**src/inc/hpl_pkg.sv**
```systemverilog
// Purpose: constants for the high port data latches (ports five to seven)
// Assumes: special function register access on the core clock
// Notes: addresses of the latch and drive select registers are local picks
//
// Function
// a written latch zero drives the pin low, a written one high when push-pull is selected
// latch one with drive select zero leaves the pin undriven
// a port read returns the sampled pin levels, not the latch
// non-multiplexed memory mode drives port five with address 15:8
// multiplexed memory mode drives port six with address 15:8
// non-multiplexed memory mode drives port six with address 7:0
// multiplexed memory mode uses port seven as shared address/data; the code drives only emifDataOut on port seven and puts address 7:0 on no port
// non-multiplexed memory mode uses port seven as the data bus
// external moves override latches; reads release the data bus drivers
// drive selects reset to open-drain; a one selects push-pull
// read-modify-write reads return the latch contents
package hpl_pkg;

	// ******************************
	// register addresses
	// ******************************
	localparam logic [7:0] ADDR_PORT_FIVE = 8'hD8;
	localparam logic [7:0] ADDR_PORT_SIX = 8'hE8;
	localparam logic [7:0] ADDR_PORT_SEVEN = 8'hF8;
	localparam logic [7:0] ADDR_FIVE_SEL = 8'h9C;
	localparam logic [7:0] ADDR_SIX_SEL = 8'h9D;
	localparam logic [7:0] ADDR_SEVEN_SEL = 8'h9E;

	// ******************************
	// reset values and fields
	// ******************************
	localparam int PORT_WIDTH = 8;
	localparam logic [7:0] LATCH_RESET = 8'hFF;
	localparam logic [7:0] SEL_RESET = 8'h00;
	localparam logic [7:0] READ_NONE = 8'h00;
	localparam int ADDR_HI_MSB = 15;
	localparam int ADDR_HI_LSB = 8;
	localparam int ADDR_LO_MSB = 7;
	localparam int ADDR_LO_LSB = 0;

endpackage

```
**src/hw/hpl_pin_drive.sv**
```systemverilog
// Purpose: registered drive of one byte-wide port
// Assumes: override inputs come from the memory interface
// Notes: float has priority over override and latch
`timescale 1ns/100ps
module hpl_pin_drive
	import hpl_pkg::*;
#(
	parameter int WIDTH = PORT_WIDTH
) (
	// clock and reset
	input wire logic clk,
	input wire logic reset,
	// control
	input wire logic [WIDTH-1:0] latch,
	input wire logic [WIDTH-1:0] pushPull,
	input wire logic ovEn,
	input wire logic [WIDTH-1:0] ovValue,
	input wire logic ovFloat,
	// pins
	output logic [WIDTH-1:0] pinOut,
	output logic [WIDTH-1:0] pinOe
);

	typedef struct packed {
		logic [WIDTH-1:0] out;
		logic [WIDTH-1:0] oe;
	} hpl_drive_t;

	hpl_drive_t state;
	hpl_drive_t next_state;
	logic [WIDTH-1:0] value;

	// ******************************
	// drive logic
	// ******************************
	always_comb begin
		value = ovEn ? ovValue : latch;
		next_state.out = value;
		for (int i = 0; i < WIDTH; i++) begin
			next_state.oe[i] = !value[i] || pushPull[i];
		end
		if (ovFloat) begin
			next_state.oe = '0;
		end
	end

	always_ff @(posedge clk) begin
		if (reset) begin
			state.out <= '1;
			state.oe <= '0;
		end else begin
			state <= next_state;
		end
	end

	assign pinOut = state.out;
	assign pinOe = state.oe;

endmodule

```
**src/hw/hpl_port_top.sv**
```systemverilog
// Purpose: data latches and drive selects of ports five, six and seven
// Assumes: pins sampled synchronously; one register access per cycle
// Notes: read data and memory interface drive appear one cycle after their cause, latch writes reach the pins two cycles later
`timescale 1ns/100ps
module hpl_port_top
	import hpl_pkg::*;
(
	// clock and reset
	input wire logic clk,
	input wire logic reset,
	// special function register access
	input wire logic [7:0] sfrAddr,
	input wire logic sfrWrite,
	input wire logic [7:0] sfrWrData,
	input wire logic sfrRead,
	input wire logic sfrRmw,
	output logic [7:0] sfrRdData,
	// external memory interface
	input wire logic emifActive,
	input wire logic emifMuxed,
	input wire logic [15:0] emifAddr,
	input wire logic [7:0] emifDataOut,
	input wire logic emifDataOe,
	input wire logic emifRead,
	// port five pins
	input wire logic [7:0] pin5In,
	output logic [7:0] pin5Out,
	output logic [7:0] pin5Oe,
	// port six pins
	input wire logic [7:0] pin6In,
	output logic [7:0] pin6Out,
	output logic [7:0] pin6Oe,
	// port seven pins
	input wire logic [7:0] pin7In,
	output logic [7:0] pin7Out,
	output logic [7:0] pin7Oe
);

	typedef struct packed {
		logic [7:0] latch5;
		logic [7:0] latch6;
		logic [7:0] latch7;
		logic [7:0] sel5;
		logic [7:0] sel6;
		logic [7:0] sel7;
		logic [7:0] rdData;
	} hpl_regs_t;

	hpl_regs_t state;
	hpl_regs_t next_state;
	logic ov5En;
	logic ov6En;
	logic ov7En;
	logic ov7Float;
	logic [7:0] ov6Value;
	logic [7:0] addrHi;
	logic [7:0] addrLo;

	// ******************************
	// register file
	// ******************************
	always_comb begin
		next_state = state;
		if (sfrWrite) begin
			case (sfrAddr)
				ADDR_PORT_FIVE: next_state.latch5 = sfrWrData;
				ADDR_PORT_SIX: next_state.latch6 = sfrWrData;
				ADDR_PORT_SEVEN: next_state.latch7 = sfrWrData;
				ADDR_FIVE_SEL: next_state.sel5 = sfrWrData;
				ADDR_SIX_SEL: next_state.sel6 = sfrWrData;
				ADDR_SEVEN_SEL: next_state.sel7 = sfrWrData;
				default: next_state.sel5 = state.sel5;
			endcase
		end
		if (sfrRead) begin
			case (sfrAddr)
				ADDR_PORT_FIVE:
					next_state.rdData = sfrRmw ? state.latch5 : pin5In;
				ADDR_PORT_SIX:
					next_state.rdData = sfrRmw ? state.latch6 : pin6In;
				ADDR_PORT_SEVEN:
					next_state.rdData = sfrRmw ? state.latch7 : pin7In;
				ADDR_FIVE_SEL: next_state.rdData = state.sel5;
				ADDR_SIX_SEL: next_state.rdData = state.sel6;
				ADDR_SEVEN_SEL: next_state.rdData = state.sel7;
				default: next_state.rdData = READ_NONE;
			endcase
		end
	end

	always_ff @(posedge clk) begin
		if (reset) begin
			state.latch5 <= LATCH_RESET;
			state.latch6 <= LATCH_RESET;
			state.latch7 <= LATCH_RESET;
			state.sel5 <= SEL_RESET;
			state.sel6 <= SEL_RESET;
			state.sel7 <= SEL_RESET;
			state.rdData <= READ_NONE;
		end else begin
			state <= next_state;
		end
	end

	assign sfrRdData = state.rdData;

	// ******************************
	// memory interface takeover
	// ******************************
	assign addrHi = emifAddr[ADDR_HI_MSB:ADDR_HI_LSB];
	assign addrLo = emifAddr[ADDR_LO_MSB:ADDR_LO_LSB];
	assign ov5En = emifActive && !emifMuxed;
	assign ov6En = emifActive;
	assign ov6Value = emifMuxed ? addrHi : addrLo;
	assign ov7En = emifActive && emifDataOe;
	assign ov7Float = emifActive && emifRead;

	// ******************************
	// pin drivers
	// ******************************
	hpl_pin_drive #(.WIDTH(PORT_WIDTH)) drive5 (
		.clk(clk),
		.reset(reset),
		.latch(state.latch5),
		.pushPull(state.sel5),
		.ovEn(ov5En),
		.ovValue(addrHi),
		.ovFloat(1'b0),
		.pinOut(pin5Out),
		.pinOe(pin5Oe)
	);

	hpl_pin_drive #(.WIDTH(PORT_WIDTH)) drive6 (
		.clk(clk),
		.reset(reset),
		.latch(state.latch6),
		.pushPull(state.sel6),
		.ovEn(ov6En),
		.ovValue(ov6Value),
		.ovFloat(1'b0),
		.pinOut(pin6Out),
		.pinOe(pin6Oe)
	);

	hpl_pin_drive #(.WIDTH(PORT_WIDTH)) drive7 (
		.clk(clk),
		.reset(reset),
		.latch(state.latch7),
		.pushPull(state.sel7),
		.ovEn(ov7En),
		.ovValue(emifDataOut),
		.ovFloat(ov7Float),
		.pinOut(pin7Out),
		.pinOe(pin7Oe)
	);
endmodule

```
**config.mk**
```make
export PLATFORM = sky130hd
export DESIGN_NAME = hpl_port_top
export DESIGN_NICKNAME = d
export VERILOG_FILES = /design/src/inc/hpl_pkg.sv /design/src/hw/hpl_pin_drive.sv /design/src/hw/hpl_port_top.sv
export SDC_FILE = /design/constraint.sdc
export NUM_CORES = 1
export LEC_CHECK = 0
export ABC_AREA = 1
export BUFFER_PORTS_ARGS = -buffer_cell sky130_fd_sc_hd__buf_4
export CAP_MARGIN = 10
export CORE_ASPECT_RATIO = 0.5
export CORE_MARGIN = 1.5
export CORE_UTILIZATION = 47
export CTS_CLUSTER_DIAMETER = 40
export DETAILED_ROUTE_END_ITERATION = 12
export MAX_ROUTING_LAYER = met4
export PLACE_DENSITY = 0.76
export SLEW_MARGIN = 20
export SYNTH_ARGS = -nofsm -noshare
export SYNTH_HDL_FRONTEND = slang
export SYNTH_SLANG_ARGS = --single-unit
```
**constraint.sdc**
```tcl
create_clock -name clk -period 1.23 [get_ports clk]
set_input_delay 0.3075 -clock clk [delete_from_list [all_inputs] [get_ports clk]]
set_output_delay 0.3075 -clock clk [all_outputs]
set_load 0.01 [all_outputs]
```
## Yosys cells after proc, flatten, opt, wreduce, memory -nomap -nowiden

Index checks and enable logic that the tools add are counted.

| word-level totals | value |
|---|---|
| bits in registers | 104 |
| input port bits | 73 |
| output and inout port bits | 56 |
| word-level logic and storage cells | 86 |

| operators by class | value |
|---|---|
| eq/ne operators | 6 |
| multiplexer cells | 8 |
| reduce and logical (&&, ||, !) cells | 59 |

Operator list:

| kind | number |
|---|---|
| $mux 8 | 7 |
| $eq 8x8->1 const B | 6 |
| $pmux 8 s6 | 1 |
| $logic_not 1->1 | 25 |
| $logic_or 1x1->1 | 24 |
| $reduce_and 2->1 | 6 |
| $logic_and 1x1->1 | 3 |
| $reduce_or 2->1 | 1 |

## Logic depth before layout (Yosys ltp)

| logic depth | value |
|---|---|
| depth after elaboration | 5 |
| depth in mapped cells | 9 |
| mapped depth without buffers | 7 |

## Hierarchy

Synthesis repeated with hierarchy kept, for this count alone.

| second synthesis, totals | value |
|---|---|
| cell total of the unflattened synthesis | 666 |
| area, all modules | 4,898.4 um^2 |

By module, submodules not included:

| module | times used | cells each | area each (um^2) | sequential area each (um^2) |
|---|---|---|---|---|
| hpl_port_top | 1 | 459 | 3,138.0 | 1,121.1 |
| hpl_pin_drive | 3 | 69 | 586.8 | 320.3 |

## Least setup slack after synthesis

Ideal clock, no wire load.

| path | value |
|---|---|
| kind | input -> register |
| start | input emifActive |
| end | register drive5.state, in the netlist drive5.pinOut[7] |
| library setup time | 0.120 ns |
| arrival | 1.102 ns |
| data required time | 1.110 ns |
| path slack | 0.008 ns |
| stages on the path | 4 |
| buffers on the path | 1 |
| cells stage by stage | buf_2 nand2_4 mux2_2 or2_1 |

| between the ends | value |
|---|---|
| cells in the longest elaborated chain, start to end | 2 |

Ends and longest elaborated chain:

| element | RTL line | text |
|---|---|---|
| start: declaration | hpl_port_top.sv:19 | `input wire logic emifActive,` |
| $logic_and 1x1->1 | hpl_port_top.sv:112 | `assign ov5En = emifActive && !emifMuxed;` |
| $mux 8 | hpl_pin_drive.sv:37 | `value = ovEn ? ovValue : latch;` |
| end signal: assignment | hpl_pin_drive.sv:52 | `state <= next_state;` |
| end: declaration | hpl_pin_drive.sv:29 | `hpl_drive_t state;` |

Every way passes these cells.
A chain may end at the register's enable or synchronous reset.

## Final worst setup path

| path | value |
|---|---|
| start | register state, in the netlist sfrRdData[6] |
| end | output sfrRdData[6] |

RTL lines:

| element | RTL line | text |
|---|---|---|
| start: declaration | hpl_port_top.sv:49 | `hpl_regs_t state;` |
| start signal: assignment | hpl_port_top.sv:101 | `state <= next_state;` |
| end: declaration | hpl_port_top.sv:17 | `output logic [7:0] sfrRdData,` |

No word-level cell between the ends.

==> summary.log <==
[synth] gate count after technology mapping 591
[floorplan] Rows 25
[floorplan] die span in x 142 microns
[route] Via density 5.11
[critical_path] category of the worst setup path capture point output port
[floorplan] starting density of the core 48.3%
[route] Post-route DRC 0
[floorplan] area enclosed by the die boundary 10300 sq um
[critical_path] Slowest-stage cell, CP sky130_fd_sc_hd__dfxtp_1
[synth] total of flip-flops plus latches after synthesis 104
[sta] Max transition margin 70.5%
[clock_tree] TritonCTS clock tree built
[critical_path] endpoint of the worst register-to-register path drive5.pinOut[1]$_SDFF_PP1_
[critical_path] count of cells along the worst register-to-register path 2
[critical_path] Critical path buffers and inverters 1
[final_layout] number of filler instances in the final layout 842
[place] RD Place Congestion 0.924
[clock_tree] H-tree Lvls 3
[clock_tree] clock latency reported for the late side of the worst-skew pair 0.36 ns
[critical_path] Critical Path, Cell by Cell buf_4
[route] final wirelength 13.7 mm
[outcome] status finished clean
[floorplan] number of ports placed on the die boundary 129
[critical_path] kind of start point of the critical path flop
[critical_path] worst endpoint data arrival time 0.87 ns
[sta] Worst-Margin Slew 0.442 ns
[grt] via count of the first global-routing pass 4141
[sta] number of setup violations in the final report 0
[critical_path] highest net fanout along the worst path 2
[final_layout] register cell area after layout 2080 sq um
[grt] antenna violations before repair 0
[synth] Yosys top cell area share 45.7%
[final_layout] number of antenna repair diodes 0
[final_layout] number of nets at the end of the flow 812
[final_layout] area of the multi-input gates 2130 sq um
[grt] Congestion Overflow GR 0
[grt] global routing met3 resource utilization 6.10%
[min_path] sink of the worst hold path drive7.pinOut[6]$_SDFF_PP1_
[grt] global route hottest layer met2
[sta] smallest setup slack after layout 0.0561 ns
[route] number of DRC violations after detailed-routing iteration 0 500
[power] leakage 2.95 nW
[sta] number of pins exceeding their max-slew limit in the final report 0
[route] overall via count from detail_route 4496
[floorplan] Die Span Y 72.6 microns
[clock_tree] hold buffer count at CTS 0
[synth] net count after synthesis 664
[synth] count of warnings emitted by yosys 0
[synth] share of the yosys chip area belonging to registers 45.7%
[synth] largest cells by area after synthesis sky130_fd_sc_hd__dfxtp_1 (46%), sky130_fd_sc_hd__nand2_1 (12%), sky130_fd_sc_hd__nand3_1 (6.7%), sky130_fd_sc_hd__a21oi_1 (6.0%), sky130_fd_sc_hd__o21ai_0 (4.5%)
[flow_run] max-cap violations 0
[critical_path] required time at the endpoint of the critical path 0.92 ns
[sta] clock period minus final worst setup slack 1.17 ns
[power] Power Density 1200 nW/um^2
[synth] Synth Area per Inst 7.71 sq um
[min_path] hold_sp emifDataOut[6]
[sta] Final Hold Vio Count 0
[route] Detailed Routing Iterations Pass 1 6
[min_path] hold depth 3
[clock_tree] number of clock sinks 104
[power] worst IR drop on VDD 0.000664 V
[critical_path] Largest delay share family, worst path flip-flops
[route] remaining antenna violation count 0
[grt] largest net degree at the start of global routing 57
[critical_path] worst flop-to-flop path startpoint state[49]$_SDFFE_PP1P_
[critical_path] maximum cell stage delay along the critical path 0.37 ns
[sta] final worst path period share 95.4%
[min_path] worst hold path class in -> reg
[floorplan] area of the core 9450 sq um
[grt] met2 usage in global routing 41.8%
[sta] Clock Skews 0.0102 ns
[clock_tree] buffer type at the clock tree root sky130_fd_sc_hd__clkbuf_16
[clock_tree] Clock transition at path regs 0.08 ns
[grt] global routing usage on met1 38.9%
[place] hpwl dp 10.3 mm
[clock_tree] number of buffers on the longest clock path 2
[sta] unrepaired setup endpoints after global routing no
[clock_tree] clock buffers created by TritonCTS 9
[synth] synth unique cells 29
[grt] first-pass GRT wire length 21.1 mm
[place] Port Buffer Count 128
[synth] Post-Syn Area 4560 sq um
[sta] highest clock frequency the design can meet 852 MHz
[grt] GR Util All Layers 28.1%
[critical_path] Register-to-Register Setup Slack 0.25 ns
[synth] Synth area leader sky130_fd_sc_hd__dfxtp_1
[final_layout] fraction of final layout cells sized beyond drive strength 1 30.0%
[final_layout] area grow syn2layout 34.8%
[place] minimum setup slack after placement -0.280 ns
[route] WL/cell 15.6 microns
[critical_path] category of the most critical setup path reg -> out
[final_layout] Finished Core Util 65.1%
[per-stage QoR]
stage                     hold slack (ns)  area (sq um)  TNS, ns  total power, mW  std cells
after floorplan                     0.421          4560        0             3.95        591
after global placement              0.459          5800   -10.30             4.42        862
after CTS                           0.185          6120        0             7.39        878
after global routing                0.195          6150        0             7.60        879
final                               0.183          6150        0             7.40        879
after detailed placement            0.464          5800   -12.47             4.42        862
[worst max-delay path by stage]
stage / slack (ns) / from / cells past startpoint / end
floorplan: 0.008 / emifActive / 4 / drive5.pinOut[7]$_SDFF_PP1_
global placement: -0.23 / sfrAddr[0] / 8 / state[48]$_SDFFE_PP1P_
detailed placement: -0.28 / sfrAddr[0] / 8 / state[50]$_SDFFE_PP1P_
CTS: 0.06 / sfrAddr[0] / 8 / state[55]$_SDFFE_PP1P_
global route: 0.009 / sfrAddr[0] / 8 / state[26]$_SDFFE_PP0P_
finish: 0.06 / sfrRdData[6]$_SDFFE_PP0P_ / 1 / sfrRdData[6]
[layout make-up]
type,count,share of cell area [%]
Clock buffer,9,3.66
Inverter,45,2.85
Multi-Input combinational cell,416,34.7
Timing Repair Buffer,163,20.5
Sequential cell,104,33.9
Clock inverter,7,1.61
Tap cell,135,2.75
[layout by cell type, fill, tap and decap left out]
| cell | Yosys | routed |
|---|---|---|
| sky130_fd_sc_hd__a21oi_1 | 55 | 55 |
| sky130_fd_sc_hd__a21oi_2 | 1 | 1 |
| sky130_fd_sc_hd__buf_12 | 0 | 3 |
| sky130_fd_sc_hd__buf_4 | 1 | 160 |
| sky130_fd_sc_hd__clkbuf_16 | 0 | 9 |
| sky130_fd_sc_hd__clkinv_2 | 1 | 1 |
| sky130_fd_sc_hd__clkinv_8 | 0 | 2 |
| sky130_fd_sc_hd__dfxtp_1 | 104 | 104 |
| sky130_fd_sc_hd__inv_1 | 41 | 41 |
| sky130_fd_sc_hd__inv_12 | 0 | 2 |
| sky130_fd_sc_hd__inv_2 | 2 | 1 |
| sky130_fd_sc_hd__inv_4 | 1 | 2 |
| sky130_fd_sc_hd__inv_8 | 0 | 3 |
| sky130_fd_sc_hd__mux2_2 | 8 | 8 |
| sky130_fd_sc_hd__mux2i_1 | 8 | 8 |
| sky130_fd_sc_hd__nand2_1 | 145 | 145 |
| sky130_fd_sc_hd__nand2_2 | 5 | 5 |
| sky130_fd_sc_hd__nand2_4 | 3 | 3 |
| sky130_fd_sc_hd__nand3_1 | 61 | 61 |
| sky130_fd_sc_hd__nand3_2 | 2 | 1 |
| sky130_fd_sc_hd__nand3_4 | 3 | 4 |
| sky130_fd_sc_hd__nor2_1 | 43 | 43 |
| sky130_fd_sc_hd__nor2_2 | 1 | 1 |
| sky130_fd_sc_hd__nor2_4 | 5 | 6 |
| sky130_fd_sc_hd__nor2_8 | 3 | 3 |
| sky130_fd_sc_hd__o21ai_0 | 41 | 39 |
| sky130_fd_sc_hd__o21ai_1 | 7 | 9 |
| sky130_fd_sc_hd__o22ai_1 | 8 | 8 |
| sky130_fd_sc_hd__or2_1 | 8 | 8 |
| sky130_fd_sc_hd__or2_2 | 8 | 8 |
[where the power goes]
| part | total, mW | internal (mW) | leakage, nW | switching (mW) |
|---|---|---|---|---|
| Sequential | 3.47 | 3.44 | 0.847 | 0.0317 |
| Clock | 3.03 | 1.51 | 0.157 | 1.53 |
| Combinational | 0.893 | 0.425 | 1.95 | 0.469 |
| Total | 7.40 | 5.37 | 2.95 | 2.03 |
[cell families after synthesis]
group                  synth area share, %
AND/OR/NAND/NOR                       30.1
flip-flops                            45.7
AO/OA/AOI/OAI                         12.6
buffers and inverters                 7.93
multiplexers                          3.73
[flip-flops by register name, indices dropped and copies added, names as in the netlist]
signal,count
drive5.pinOe,8
drive5.pinOut,8
drive6.pinOe,8
drive6.pinOut,8
drive7.pinOe,8
drive7.pinOut,8
sfrRdData,8
state,48
[what timing repair did]
action | CTS | global route
endpoints found under the hold margin | 0 | 0
endpoints found under the setup margin | 0 | 10
gates resized for setup | 0 | 4
buffers inserted | 0 | 0
[routing by layer]
layer	up-vias	part of all wire (%)
li1	2228	-
met1	2040	47
met2	199	43
met3	29	8.3
met4	0	2.2
met5	-	0
[synth_stat cells, drive strengths merged]
master / number
a21oi: 56
buf: 17
clkbuf: 10
clkinv: 1
dfxtp: 104
inv: 44
mux2: 8
mux2i: 8
nand2: 153
nand3: 66
nor2: 52
o21ai: 48
o22ai: 8
or2: 16
Note: power is estimated with default switching activity, not from simulation.
